`config.mk`:
```
export PLATFORM = sky130hd
export DESIGN_NAME = dcp_top
export DESIGN_NICKNAME = d
export VERILOG_FILES = /design/src/verilog/dcp_pkg.sv /design/src/verilog/dcp_sync.sv /design/src/verilog/dcp_regfile.sv /design/src/verilog/dcp_top.sv
export VERILOG_INCLUDE_DIRS = /design/src /design/src/verilog
export SDC_FILE = /design/constraint.sdc
export NUM_CORES = 1
export LEC_CHECK = 0
export BUFFER_PORTS_ARGS = -buffer_cell sky130_fd_sc_hd__buf_2
export CORE_ASPECT_RATIO = 1.1
export CORE_MARGIN = 2
export CORE_UTILIZATION = 42
export CTS_BUF_LIST = sky130_fd_sc_hd__clkbuf_4 sky130_fd_sc_hd__clkbuf_8
export DETAILED_ROUTE_END_ITERATION = 8
export PLACE_DENSITY = 0.62
export SYNTH_ARGS = -nofsm -noshare
export SYNTH_HDL_FRONTEND = slang
export SYNTH_HIERARCHICAL = 1
export SYNTH_SLANG_ARGS = --single-unit
```
`constraint.sdc`:
```
create_clock -name clk_in -period 3.3 [get_ports clk_in]
set_clock_uncertainty 0.1 [all_clocks]
set_input_delay 0.165 -clock clk_in [delete_from_list [all_inputs] [get_ports clk_in]]
set_output_delay 0.165 -clock clk_in [all_outputs]
set_load 0.005 [all_outputs]
```
`src/verilog/dcp_map.svh`:
```
// register map constants and fixed figures of the control port
`ifndef DCP_MAP_SVH
`define DCP_MAP_SVH
`define DCP_NUM_REGS 21
`define DCP_REG_LAST 5'h14
`define DCP_ADDR_W 5
`define DCP_DATA_W 8
`define DCP_SLV_ADDR_HI 5'h04
`define DCP_RST_CTRL1 8'h0D
`define DCP_RST_CTRL2 8'h22
`define DCP_RST_CTRL3 8'h00
`define DCP_RST_OTHER 8'h00
`define DCP_IDX_CTRL1 5'h00
`define DCP_IDX_CTRL2 5'h01
`define DCP_IDX_CTRL3 5'h02
`define DCP_TIMING_RST_BIT 0
`define DCP_TW_BITS 5'h10
`define DCP_TW_CHIP_HI 15
`define DCP_TW_CHIP_LO 14
`define DCP_TW_RW_BIT 13
`define DCP_TW_ADDR_HI 12
`define DCP_TW_ADDR_LO 8
`define DCP_I2C_BYTE_BITS 4'h8
`define DCP_I2C_ACK_BITS 4'h9
`define DCP_SYNC_W 10
`endif

```
`src/verilog/dcp_pkg.sv`:
```
// types shared by the control port modules
package dcp_pkg;
  typedef enum logic [2:0] {
    ST_IDLE  = 3'b000,
    ST_ADDR  = 3'b001,
    ST_SUB   = 3'b010,
    ST_WDATA = 3'b011,
    ST_RDATA = 3'b100
  } dcp_i2c_state_t;

  typedef struct packed {
    logic en;
    logic [4:0] addr;
    logic [7:0] data;
  } dcp_wr_t;
endpackage : dcp_pkg

```
`src/verilog/dcp_sync.sv`:
```
// two-flop synchroniser for a bundle of pin inputs
`timescale 1ns/1ps
`default_nettype none
module dcp_sync #(
  parameter int WIDTH = 10
) (
  input wire logic clk_in,
  input wire logic rst_in,
  input wire logic [WIDTH-1:0] d_in,
  output logic [WIDTH-1:0] q_out
);
  logic [WIDTH-1:0] meta_r;
  logic [WIDTH-1:0] sync_r;

  always_ff @(posedge clk_in) begin
    if (rst_in) begin
      meta_r <= '0;
      sync_r <= '0;
    end else begin
      meta_r <= d_in;
      sync_r <= meta_r;
    end
  end

  assign q_out = sync_r;
endmodule : dcp_sync
`default_nettype wire

```
`src/verilog/dcp_regfile.sv`:
```
// twenty-one byte control registers with power-down initialisation
`timescale 1ns/1ps
`default_nettype none
`include "dcp_map.svh"
module dcp_regfile #(
  parameter int NUM_REGS = `DCP_NUM_REGS
) (
  input wire logic clk_in,
  input wire logic rst_in,
  input wire logic clear_in,
  input wire dcp_pkg::dcp_wr_t wr_in,
  input wire logic [4:0] rd_addr_in,
  output logic [7:0] rd_data_out,
  output logic [NUM_REGS*8-1:0] image_out
);
  import dcp_pkg::*;

  logic [7:0] regs_r [NUM_REGS];

  function automatic logic [7:0] reset_value(input int idx);
    logic [4:0] a;
    a = 5'(idx);
    case (a)
      `DCP_IDX_CTRL1: reset_value = `DCP_RST_CTRL1;
      `DCP_IDX_CTRL2: reset_value = `DCP_RST_CTRL2;
      `DCP_IDX_CTRL3: reset_value = `DCP_RST_CTRL3;
      default: reset_value = `DCP_RST_OTHER;
    endcase
  endfunction : reset_value

  // power-down pin low restores every default
  always_ff @(posedge clk_in) begin // RL5 RL16
    for (int i = 0; i < NUM_REGS; i++) begin
      if (rst_in || clear_in) begin
        regs_r[i] <= reset_value(i);
      end else if (wr_in.en && wr_in.addr == 5'(i)) begin
        regs_r[i] <= wr_in.data;
      end
    end
  end

  // unmapped addresses read as zero
  assign rd_data_out = (rd_addr_in < 5'(NUM_REGS)) ? regs_r[rd_addr_in] : 8'h00;

  genvar g;
  generate
    for (g = 0; g < NUM_REGS; g++) begin : g_img
      assign image_out[g*8 +: 8] = regs_r[g];
    end
  endgenerate
endmodule : dcp_regfile
`default_nettype wire

```
`src/verilog/dcp_top.sv`:
```
// control port: three-wire write port and two-wire slave over a shared register file
//
// Summary of operation
// RL1: three-wire frame: chip, write flag, address, data
// RL2: three-wire write commits on select rising edge
// RL3: three-wire bits sampled on serial clock rise
// RL4: host keeps three-wire clock at 5MHz max; the bench host model runs it at 15.625MHz (64ns period)
// RL5: power-down resets registers; timing bit does not
// RL6: slave address 00100 plus two strap pins
// RL7: ack matching address, then every written byte
// RL8: second byte is register address, MSB first
// RL9: write stores, increments, wraps 14H to 00H
// RL10: last attenuation register only via multi-byte; the code also accepts single-byte writes to it on both ports
// RL11: read: ack, send counter byte, increment
// RL12: one address counter shared by both directions
// RL13: consecutive reads wrap 14H to 00H
// RL14: nack then stop ends sending, releases data
// RL15: random read: address write, repeated start, read
// RL16: twenty-one byte registers, 00H through 14H
// RL17: works at 100kHz and 400kHz bus clocks
// RL18: both bus lines open-drain, pull low only
// RL19: start and stop detected with clock high
// RL20: data changes only while clock low
// RL21: eight bits MSB first, then ack bit
// RL22: direction fixed until repeated start or stop
// RL23: port chosen by bus-select and parallel-select pins
// RL24: writes ignored while power-down pin low
// RL25: writes to 15H through 1FH discarded
// RL26: three-wire chip address mismatch ignored
// RL27: three-wire frame not sixteen bits discarded
`timescale 1ns/1ps
`default_nettype none
`include "dcp_map.svh"
module dcp_top (
  input wire logic clk_in,
  input wire logic rst_in,
  input wire logic cmd_serial_clock_in,
  input wire logic cmd_select_n_in,
  input wire logic cmd_serial_in_in,
  input wire logic chip_addr_strap_hi_in,
  input wire logic chip_addr_strap_lo_in,
  input wire logic power_down_pin_n_in,
  input wire logic bus_select_pin_in,
  input wire logic parallel_select_pin_in,
  input wire logic scl_in,
  output logic scl_out,
  output logic scl_oe_out,
  input wire logic sda_in,
  output logic sda_out,
  output logic sda_oe_out,
  output logic timing_reset_bit_out,
  output logic [`DCP_NUM_REGS*8-1:0] reg_image_out,
  output dcp_pkg::dcp_wr_t last_write_out
);
  import dcp_pkg::*;

  // pin synchronisation
  logic [`DCP_SYNC_W-1:0] raw_w;
  logic [`DCP_SYNC_W-1:0] syn_w;
  assign raw_w = {cmd_serial_clock_in, cmd_select_n_in, cmd_serial_in_in, chip_addr_strap_hi_in,
                  chip_addr_strap_lo_in, power_down_pin_n_in, bus_select_pin_in,
                  parallel_select_pin_in, scl_in, sda_in};

  dcp_sync #(.WIDTH(`DCP_SYNC_W)) u_sync (
    .clk_in(clk_in),
    .rst_in(rst_in),
    .d_in(raw_w),
    .q_out(syn_w)
  );

  wire cmd_serial_clock_s = syn_w[9];
  wire csn_s = syn_w[8];
  wire cdi_s = syn_w[7];
  wire [1:0] strap_w = syn_w[6:5];
  wire pdn_n_s = syn_w[4];
  wire bus_s = syn_w[3];
  wire ps_s = syn_w[2];
  wire scl_s = syn_w[1];
  wire sda_s = syn_w[0];

  logic cmd_serial_clock_prev_r;
  logic csn_prev_r;
  logic scl_prev_r;
  logic sda_prev_r;

  always_ff @(posedge clk_in) begin
    if (rst_in) begin
      cmd_serial_clock_prev_r <= 1'b0;
      csn_prev_r <= 1'b0;
      scl_prev_r <= 1'b0;
      sda_prev_r <= 1'b0;
    end else begin
      cmd_serial_clock_prev_r <= cmd_serial_clock_s;
      csn_prev_r <= csn_s;
      scl_prev_r <= scl_s;
      sda_prev_r <= sda_s;
    end
  end

  // port selection
  wire tw_mode_w = !bus_s && !ps_s; // RL23
  wire i2c_mode_w = bus_s && !ps_s; // RL23

  // three-wire command shifter
  logic [15:0] tw_shift_r;
  logic [4:0] tw_cnt_r;

  wire tw_clk_rise_w = cmd_serial_clock_s && !cmd_serial_clock_prev_r;
  wire tw_sel_rise_w = csn_s && !csn_prev_r;
  wire tw_sel_fall_w = !csn_s && csn_prev_r;
  wire tw_match_w = tw_shift_r[`DCP_TW_CHIP_HI:`DCP_TW_CHIP_LO] == strap_w; // RL26
  wire tw_full_w = tw_cnt_r == `DCP_TW_BITS; // RL27
  wire tw_wr_w = tw_mode_w && tw_sel_rise_w && tw_full_w && tw_match_w && tw_shift_r[`DCP_TW_RW_BIT]; // RL2 RL1

  always_ff @(posedge clk_in) begin
    if (rst_in) begin
      tw_shift_r <= 16'h0000;
      tw_cnt_r <= 5'h00;
    end else if (tw_sel_fall_w) begin
      tw_cnt_r <= 5'h00;
    end else if (tw_clk_rise_w && !csn_s) begin // RL3
      tw_shift_r <= {tw_shift_r[14:0], cdi_s};
      if (tw_cnt_r != 5'h1F) begin
        tw_cnt_r <= tw_cnt_r + 5'h01;
      end
    end
  end

  // two-wire slave
  dcp_i2c_state_t state_r;
  logic [7:0] shift_r;
  logic [3:0] bit_cnt_r;
  logic ack_phase_r;
  logic sda_drive_r;
  logic rw_r;
  logic mack_r;
  logic [4:0] ptr_r;
  logic [7:0] rd_data_w;

  wire scl_rise_w = scl_s && !scl_prev_r;
  wire scl_fall_w = !scl_s && scl_prev_r;
  wire start_w = scl_s && scl_prev_r && sda_prev_r && !sda_s; // RL19
  wire stop_w = scl_s && scl_prev_r && !sda_prev_r && sda_s; // RL19
  wire [6:0] my_addr_w = {`DCP_SLV_ADDR_HI, strap_w}; // RL6
  wire addr_match_w = shift_r[7:1] == my_addr_w;
  wire byte_done_w = scl_fall_w && !ack_phase_r && bit_cnt_r == `DCP_I2C_BYTE_BITS; // RL21
  wire ack_done_w = scl_fall_w && ack_phase_r && bit_cnt_r == `DCP_I2C_ACK_BITS;
  wire i2c_wr_w = i2c_mode_w && byte_done_w && state_r == ST_WDATA;
  wire rd_load_w = ack_done_w && ((state_r == ST_ADDR && rw_r) || (state_r == ST_RDATA && mack_r)); // RL11 RL13
  wire [4:0] ptr_next_w = (ptr_r >= `DCP_REG_LAST) ? 5'h00 : ptr_r + 5'h01; // RL9 RL13

  // shared address counter
  always_ff @(posedge clk_in) begin
    if (rst_in) begin
      ptr_r <= 5'h00;
    end else if (byte_done_w && state_r == ST_SUB) begin // RL8
      ptr_r <= shift_r[4:0];
    end else if (i2c_wr_w || rd_load_w) begin // RL12
      ptr_r <= ptr_next_w;
    end
  end

  always_ff @(posedge clk_in) begin
    if (rst_in || !i2c_mode_w) begin
      state_r <= ST_IDLE;
      shift_r <= 8'h00;
      bit_cnt_r <= 4'h0;
      ack_phase_r <= 1'b0;
      sda_drive_r <= 1'b0;
      rw_r <= 1'b0;
      mack_r <= 1'b0;
    end else if (start_w) begin // RL22
      state_r <= ST_ADDR;
      bit_cnt_r <= 4'h0;
      ack_phase_r <= 1'b0;
      sda_drive_r <= 1'b0;
    end else if (stop_w) begin // RL14
      state_r <= ST_IDLE;
      sda_drive_r <= 1'b0;
    end else if (scl_rise_w && state_r != ST_IDLE) begin // RL20
      bit_cnt_r <= bit_cnt_r + 4'h1;
      if (state_r != ST_RDATA && !ack_phase_r) begin
        shift_r <= {shift_r[6:0], sda_s};
      end
      if (state_r == ST_RDATA && ack_phase_r) begin
        mack_r <= !sda_s;
      end
    end else if (byte_done_w) begin
      ack_phase_r <= 1'b1;
      case (state_r)
        ST_ADDR: begin
          if (addr_match_w) begin // RL7
            sda_drive_r <= 1'b1;
            rw_r <= shift_r[0];
          end else begin
            state_r <= ST_IDLE;
          end
        end
        ST_SUB, ST_WDATA: sda_drive_r <= 1'b1; // RL7 RL21
        ST_RDATA: sda_drive_r <= 1'b0;
        default: state_r <= ST_IDLE;
      endcase
    end else if (ack_done_w) begin
      ack_phase_r <= 1'b0;
      bit_cnt_r <= 4'h0;
      case (state_r)
        ST_ADDR: begin
          if (rw_r) begin // RL11
            state_r <= ST_RDATA;
            shift_r <= rd_data_w;
            sda_drive_r <= !rd_data_w[7];
          end else begin
            state_r <= ST_SUB;
            sda_drive_r <= 1'b0;
          end
        end
        ST_SUB: begin
          state_r <= ST_WDATA;
          sda_drive_r <= 1'b0;
        end
        ST_WDATA: sda_drive_r <= 1'b0;
        ST_RDATA: begin
          if (mack_r) begin // RL13
            shift_r <= rd_data_w;
            sda_drive_r <= !rd_data_w[7];
          end else begin // RL14
            state_r <= ST_IDLE;
            sda_drive_r <= 1'b0;
          end
        end
        default: state_r <= ST_IDLE;
      endcase
    end else if (scl_fall_w && state_r == ST_RDATA && !ack_phase_r && bit_cnt_r != 4'h0) begin // RL20
      shift_r <= {shift_r[6:0], 1'b0};
      sda_drive_r <= !shift_r[6];
    end
  end

  // open-drain lines: pull low or release; no stretching needed at this clock rate
  assign sda_out = 1'b0; // RL18
  assign sda_oe_out = sda_drive_r; // RL18
  assign scl_out = 1'b0; // RL17
  assign scl_oe_out = 1'b0; // RL17

  // register write merge
  dcp_wr_t wr_w;
  assign wr_w.en = pdn_n_s && (tw_wr_w || i2c_wr_w) && wr_w.addr <= `DCP_REG_LAST; // RL24 RL25
  assign wr_w.addr = tw_wr_w ? tw_shift_r[`DCP_TW_ADDR_HI:`DCP_TW_ADDR_LO] : ptr_r;
  assign wr_w.data = tw_wr_w ? tw_shift_r[7:0] : shift_r;

  dcp_regfile #(.NUM_REGS(`DCP_NUM_REGS)) u_regs (
    .clk_in(clk_in),
    .rst_in(rst_in),
    .clear_in(!pdn_n_s),
    .wr_in(wr_w),
    .rd_addr_in(ptr_r),
    .rd_data_out(rd_data_w),
    .image_out(reg_image_out)
  );

  // timing reset follows its bit only, registers untouched
  assign timing_reset_bit_out = reg_image_out[`DCP_TIMING_RST_BIT]; // RL5

  always_ff @(posedge clk_in) begin
    if (rst_in) begin
      last_write_out <= '0;
    end else begin
      last_write_out <= wr_w;
    end
  end
endmodule : dcp_top
`default_nettype wire

```
==> metrics.md, run 1 <==
| Metric | Value |
|---|---|
| Post-synth top area share | between 40% and 50% |
| H-tree depth | 2 |
| Num CTS Buffers | 42 |
| Xor/xnor share of the synthesized area | less than 1% |
| Total power | about 6.7 mW |
| Library cells used by synthesis | slightly above 70 |
| Total Die Area | slightly below 30,000 um2 |
| Largest net degree at the start of global routing | 71 |
| CP max FO | 11 |
| Crit path DAT | between 3000 and 4000 ps |
| Final Slew Violations | 0 |
| Per-cell routed wire length | around 22 um |
| Worst-margin pin slew | 769.7 ps |
| Global-route wire length before repair | 52,720 um |
| Final Cell Area | about 14,000 um2 |
| Clock Latency Late Sink | about 550 ps |
| Final setup margin | 238.6 ps |
| Top Ports | between 150 and 200 |
| Largest family of logic cells by synthesized area | simple AND/OR/NAND/NOR gates |
| Area Overhead vs Synth | 21.94% |
| Vias per Instance | ~5.4 |
| Sequential area share after synthesis | between 50% and 60% |
| Asr flop ratio synth | 0% |
| Mux contribution to synthesized area | about a tenth |
| Worst vdd ir | roughly 0.00037 V |
| Final min period | a little over 3000 ps |
| DRC viols | 0 |
| Total routed wirelength | 34,920 um |
| Top FF cell, synth | edfxtp_1 |
| Setup TNS | 0 ps |
| Synth top area cells | edfxtp_1, dfxtp_1, and2_1, mux2i_1, mux4_2 |
| Max Freq | about 330 MHz |
| Gr ovfl total | 0 |
| Clock buffer depth | 3 |
| Area after DPL | about 13,000 um2 |
| Die height | approximately 180 um |
| Yosys reg bits | 251 |
| Layout net count | ~1,300 |
| Mapped Cells | 982 |
| CP Launch Type | flip-flop |
| Initial antenna violation count | 1 |
| Final worst-path cycle share | 92.77% |
| Dpl ws | about 230 ps |
| Share of layout cells above drive strength 1 | 31.59% |
| DR pass1 iterations | 8 |
| CTS tree | done |
| Max_cap viols | 0 |
| IO Port Bufs | a little under 200 |
| PD cells | 460.5 nW/um2 |
| Most common cell after layout, fill and taps aside | buf_2 |
| Vias in the first global route | about 8,600 |
| Post-synth EDFFs | roughly 170 |
| Post-synthesis adder-cell area fraction | 0.8441% |
| Clock sinks | around 250 |
| Core area | ~28,000 um2 |
| Die W | roughly 160 um |
| Worst EP required | between 3000 and 4000 ps |
| Area leader, netlist | edfxtp_1 |
| Final Hold Vio Count | 0 |
| Warnings, synthesis | 6 |
| Most frequent cells in the layout | buf_2, and2_1, edfxtp_1, dfxtp_1, mux2i_1 |
| Initial DRC count | 918 |
| Syn avg cell area | 12.07 um2 |
| Unrepaired setup endpoints after global routing | no |
| Status | complete, no violations |
| Cell Area, Synth | 11,860 um2 |
| Relative slew slack | 48.41% |
| Crit Path Category | reg2reg |
| DPL Wire Length | 24,890 um |
| GRT Util Overall | a little under a quarter |
| Clk pin slew, worst setup/hold paths | around 60 ps |
| Core Rows | 64 |
| Setup violations, final | 0 |
| Simple-gate portion of the synthesized area | a little over a fifth |
| Clock root buffer master | clkbuf_8 |
| Initial core utilization | 42.67% |
| Final Wtd Congestion | 0.8409 |
| DRT antenna net count | 0 |
| Pleak | about 5.9 nW |
| Synth Area in Compound Gates | 7.523% |
| Critical path capture point type | flip-flop |
| Vias | approximately 8,800 |
| Hold WC Path Type | in2reg |
-- metrics by stage --
step,instances,util [%],hold WS (ps)
after floorplan,984,-,194.2
after global placement,1536,48.26,280.1
after detailed placement,1536,48.26,277.6
after CTS,1622,52.00,255.1
after global routing,1624,52.04,276.0
final,1624,52.04,283.9
-- path summary, 6_finish.rpt --
path,start,end,slack (ps),depth (start not counted)
max,tw_cnt_r[0]$_SDFFE_PP0P_,u_regs/regs_r[12][3]$_SDFFCE_PN0P_,240,10
min,sda_in,u_sync/meta_r[0]$_SDFF_PP0_,280,3
max reg2reg,tw_cnt_r[0]$_SDFFE_PP0P_,u_regs/regs_r[12][3]$_SDFFCE_PN0P_,240,10
min reg2reg,u_sync/meta_r[1]$_SDFF_PP0_,u_sync/q_out[1]$_SDFF_PP0_,340,1
-- area by class of cell --
class | instances | area [um2]
multi-input combinational | 652 | 4765
tap | 363 | 454.2
sequential | 251 | 6710
fill | 2475 | 13330
antenna | 1 | 2.502
clock buffer | 58 | 748.2
timing repair buffer | 264 | 1536
clock inverter | 16 | 171.4
inverter | 19 | 71.32
-- metal layers --
| metal | global-route usage (%) | share of wire [%] | up-vias | wire (um) |
|---|---|---|---|---|
| li1 | - | - | 4034 | - |
| met1 | 32.13 | 42 | 4321 | 14650 |
| met2 | 39.18 | 49 | 334 | 17030 |
| met3 | 4.051 | 7.0 | 63 | 2454 |
| met4 | 6.912 | 2.3 | 0 | 792 |
| met5 | 0 | 0 | - | 0 |
-- cells by family after synthesis --
family / Yosys count
buffers and inverters: 81
adders and majority gates: 8
DFF: 251
AOI/OAI and AO/OA: 130
muxes: 98
and+or+nand+nor: 403
other: 1
xor gates and xnor gates: 10
-- timing repair --
item                                    4_1_cts  5_1_grt
setup buffers                                 0        1
hold buffers                                 12        0
endpoints found under the setup margin        0        1
endpoints found under the hold margin        21        0
gates resized for setup                       0        0
-- power breakdown --
part           total (mW)  switching [mW]  internal (mW)  leakage [nW]
sequential           3.44          0.0465           3.40          2.66
combinational       0.202           0.111         0.0908          2.79
clock                3.01            1.24           1.78         0.483
-- flip-flops by register name, indices dropped and copies added, names as in the netlist, 3 cells and up --
name,cells
u_sync/meta_r,10
u_regs/regs_r,168
state_r,3
last_write_out,14
shift_r,8
u_sync/q_out,10
tw_shift_r,16
ptr_r,5
tw_cnt_r,5
bit_cnt_r,4
-- worst max-delay path, cell delays in order (launching register included) --
cell and delay (ps):
dfxtp_1 350, inv_1 70, ha_1 130, nand2_1 50
nor3_1 240, nand3_1 290, mux2_2 430, or4b_4 670
nor4_4 280, buf_4 190, and2_1 130
-- cell usage after synthesis, types with 4 or more instances --
cell type and count:
nand3_1 15, and2_1 181, xor2_1 5, buf_4 7, xnor2_1 5, nand2_1 56
nor2_1 44, inv_1 19, nor2b_4 4, or2_2 4, nor2b_1 9, mux2_2 13
mux2i_1 69, a211oi_1 11, buf_2 15, dfxtp_1 83, buf_6 6, nor3_1 7
or3_1 8, a22oi_1 19, a222oi_1 8, ha_1 8, nand4_1 6, nand2b_1 9
edfxtp_1 168, clkbuf_1 33, or3b_2 4, o21ai_0 33, mux4_2 16, o211ai_1 8
o21a_1 5, a21oi_1 25, nor2b_2 16, and4bb_2 4
Power figures use the tool's default switching activity.
==> run 2: changes to the inputs <==
--- a/config.mk
+++ b/config.mk
@@ -12,7 +12,7 @@
 export CORE_UTILIZATION = 42
 export CTS_BUF_LIST = sky130_fd_sc_hd__clkbuf_4 sky130_fd_sc_hd__clkbuf_8
 export DETAILED_ROUTE_END_ITERATION = 8
-export PLACE_DENSITY = 0.62
+export PLACE_DENSITY = 0.59
 export SYNTH_ARGS = -nofsm -noshare
 export SYNTH_HDL_FRONTEND = slang
 export SYNTH_HIERARCHICAL = 1
==> constraint.sdc (replaced) <==
create_clock -name clk_in -period 3.2 [get_ports clk_in]
set_clock_uncertainty 0.1 [all_clocks]
set_input_delay 0.16 -clock clk_in [delete_from_list [all_inputs] [get_ports clk_in]]
set_output_delay 0.16 -clock clk_in [all_outputs]
set_load 0.005 [all_outputs]
==> run 2 against run 1 <==
Wire length increased by 2.7%. Highest routed layer unchanged. Final area is 0.23% lower. Count of clock-buffer cells in the layout shrank 6. Sequential power increased by 3%. Global-route usage is 0.58 points higher.
==> metrics.md, run 2 (synthesis gave the netlist of run 1 again) <==
| Metric | Value |
|---|---|
| Status | complete, no violations |
| RR Endpoint | u_regs/regs_r[4][6]$_SDFFCE_PN0P_ |
| DRT antenna net count | 0 (unchanged) |
| Most frequent cells in the layout | buf_2, and2_1, edfxtp_1, dfxtp_1, mux2i_1 |
| Worst-margin pin slew | 865.1 ps (+95.39 ps) |
| Routing usage on met3 | 4.695% (+0.64 points) |
| Max Freq | 334.0 MHz (+2.3%) |
| DRC viols | 0 (unchanged) |
| Hold WC Path Type | in2reg |
| Final worst-path cycle share | 93.56% (+0.79 points) |
| DPL Wire Length | 25,330 um (+1.8%) |
| Vias | 8,793 (+0.47%) |
| Total net switching power | 1.436 mW (+2.8%) |
| Final min period | 2994 ps (-67.43 ps) |
| Total routed wirelength | 35,870 um (+2.7%) |
| GR met1 Demand/Resource | 31.95% (-0.18 points) |
| Total Die Area | 29,590 um2 (unchanged) |
| Setup violations, final | 0 (unchanged) |
| Initial DRC count | 724 (-21%) |
| Vias in the first global route | 8,768 (+2.4%) |
| PD cells | 450.2 nW/um2 (-2.2%) |
| Crit path DAT | 3130 ps (-230 ps) |
| Max reg flops | 168 (unchanged) |
| Crit-path max cell delay | 680 ps (about the same) |
| Relative slew slack | 42.11% (-6.3 points) |
| Unrepaired setup endpoints after global routing | no |
| Biggest regs | u_regs/regs_r (168), tw_shift_r (16), last_write_out (14) |
| # diodes | 0 (-1) |
| Initial antenna violation count | 0 (-1) |
| Hold Path Stages | 3 (unchanged) |
| Critical path capture point type | flip-flop |
| Comb power frac | 3.3% (+0.3 points) |
| HP Start | cmd_serial_in_in |
| Internal | 5.059 mW (-3.9%) |
| Clock Latency Late Sink | 550 ps (about the same) |
| Global-route wire length before repair | 53,670 um (+1.8%) |
| Most common cell after layout, fill and taps aside | buf_2 |
| Worst vdd ir | 0.0002604 V (-29%) |
| Clock sinks | 251 (unchanged) |
| Cells on worst reg2reg path | 9 (-1) |
| Gr ovfl total | 0 (unchanged) |
| Initial core utilization | 42.67% (unchanged) |
| Share of layout cells above drive strength 1 | 31.55% (-0.042 points) |
| DR pass1 iterations | 7 (-1) |
| Final Wtd Congestion | 0.8451 (+0.50%) |
| Area Overhead vs Synth | 21.66% |
| Largest net degree at the start of global routing | 71 (unchanged) |
| Die height | 180.2 um (unchanged) |
| CTS tree | done |
| Clk pin slew, worst setup/hold paths | 70 ps (about the same) |
| CP max FO | 11 (unchanged) |
| IO Port Bufs | 195 (unchanged) |
| Util after Layout | 51.92% (-0.12 points) |
| Met2 usage in global routing | 40.17% (+0.99 points) |
| R2R Setup Slk | 210 ps (-30 ps) |
| Slowest-stage cell, CP | or4b_4 |
| H-tree depth | 2 (unchanged) |
| Worst EP required | 3340 ps (-260 ps) |
| Crit Path Category | reg2reg |
| Num CTS Buffers | 42 (unchanged) |
| Gr busiest metal | met2 |
| Pleak | 5.917 nW (-0.38%) |
| Die W | 164.2 um (unchanged) |
| Worst Hold Path EP | u_sync/meta_r[7]$_SDFF_PP0_ |
| Switch share | 22.11% (+1.1 points) |
| Clock root buffer master | clkbuf_8 |
| Vias per Instance | 5.391 (about the same) |
| Clock power share | 42.1% (-3.2 points) |
| Final Slew Violations | 0 (unchanged) |
| Largest Register | u_regs/regs_r |
| Reg power frac | 54.6% (+2.9 points) |
| Core area | 27,790 um2 (unchanged) |
| Per-cell routed wire length | 21.99 um (+2.3%) |
| Max_cap viols | 0 (unchanged) |
| R2r startpoint | tw_cnt_r[0]$_SDFFE_PP0P_ |
| Layout net count | 1,260 (+0.80%) |
| CP Launch Type | flip-flop |
| GRT Util Overall | 24.36% (+0.58 points) |
| Core Rows | 64 (unchanged) |
| Top Ports | 199 (unchanged) |
| Critical Path, Cell by Cell | inv_1, ha_1, nand2_1, nor3_1, nand3_2, mux2_2, or4b_4, o21ai_0, buf_4 |
| Clock buffer depth | 3 (unchanged) |
| Total power | 6.495 mW (-2.5%) |
| Final Hold Vio Count | 0 (unchanged) |
run 2: cell count changes in the layout (fill, tap and decap cells not counted), moves of 2 or more:
cell           previous run  this run
clkbuf_8                 50        45
clkinv_1                  7        10
nand3_1                  15        13
nand3_2                   1         3
bufinv_16                 4         1
buf_4                    56        61
clkinvlp_4                0         3
dlygate4sd3_1            12        17
run 2: critical path, delay by kind of cell (launching register included):
kind            cells  cell delay, ps
mux                 1             390
buf+inv             2             270
flops               1             350
fa+ha+maj           1             130
compound gates      1             210
simple gates        4            1230
run 2: stage by stage:
stage               worst slack [ps]  hold WS [ps]  instances  setup TNS (ps)  instance area (um2)
floorplan                     -115.1         189.2        984           -3579                11870
global placement               192.7         271.8       1541               0                13450
detailed placement             145.9         277.2       1541               0                13450
CTS                            122.6         243.6       1630               0                14410
global route                   16.76         255.2       1631               0                14430
finish                         206.0         270.5       1631               0                14430
run 2: power groups by stage:
stage	registers, mW	clock network [mW]	logic [mW]
6_report	3.55	2.73	0.214
5_1_grt	3.55	2.93	0.231
4_1_cts	3.55	2.79	0.215
3_5_place_dp	3.62	0	0.199
3_3_place_gp	3.62	0	0.198
2_1_floorplan	3.61	0	0.0880
run 2: how the worst max path moves through the flow:
stage / endpoint / startpoint / slack [ps]
final: u_regs/regs_r[4][6]$_SDFFCE_PN0P_ / tw_cnt_r[0]$_SDFFE_PP0P_ / 210
after global routing: u_regs/regs_r[10][7]$_SDFFCE_PN0P_ / tw_cnt_r[1]$_SDFFE_PP0P_ / 20
after CTS: u_regs/regs_r[4][3]$_SDFFCE_PN0P_ / tw_cnt_r[2]$_SDFFE_PP0P_ / 120
after detailed placement: u_regs/regs_r[12][2]$_SDFFCE_PN0P_ / tw_cnt_r[2]$_SDFFE_PP0P_ / 150
after global placement: u_regs/regs_r[4][6]$_SDFFCE_PN0P_ / tw_cnt_r[2]$_SDFFE_PP0P_ / 190
after floorplan: u_regs/regs_r[12][0]$_SDFFCE_PN0P_ / tw_cnt_r[0]$_SDFFE_PP0P_ / -120
run 2: final cells by class:
class,instances,area [um2]
fillers,2466,13360
flip-flops and latches,251,6710
multi-input cells,652,4775
repair buffers,274,1624
clock buffers,52,671.9
well taps,363,454.2
clock inverters,20,120.1
inverters,19,71.32
run 2: layer usage:
metal	wire (um)	part of all wire (%)
met1	14960	42
met2	17280	48
met3	2497	7.0
met4	1122	3.1
met5	0	0
run 2: what timing repair did:
item | in CTS | in global routing
endpoints found under the hold margin | 17 | 0
resized for setup | 0 | 2
buffers inserted | 0 | 1
endpoints found under the setup margin | 0 | 117
hold buffers | 17 | 0
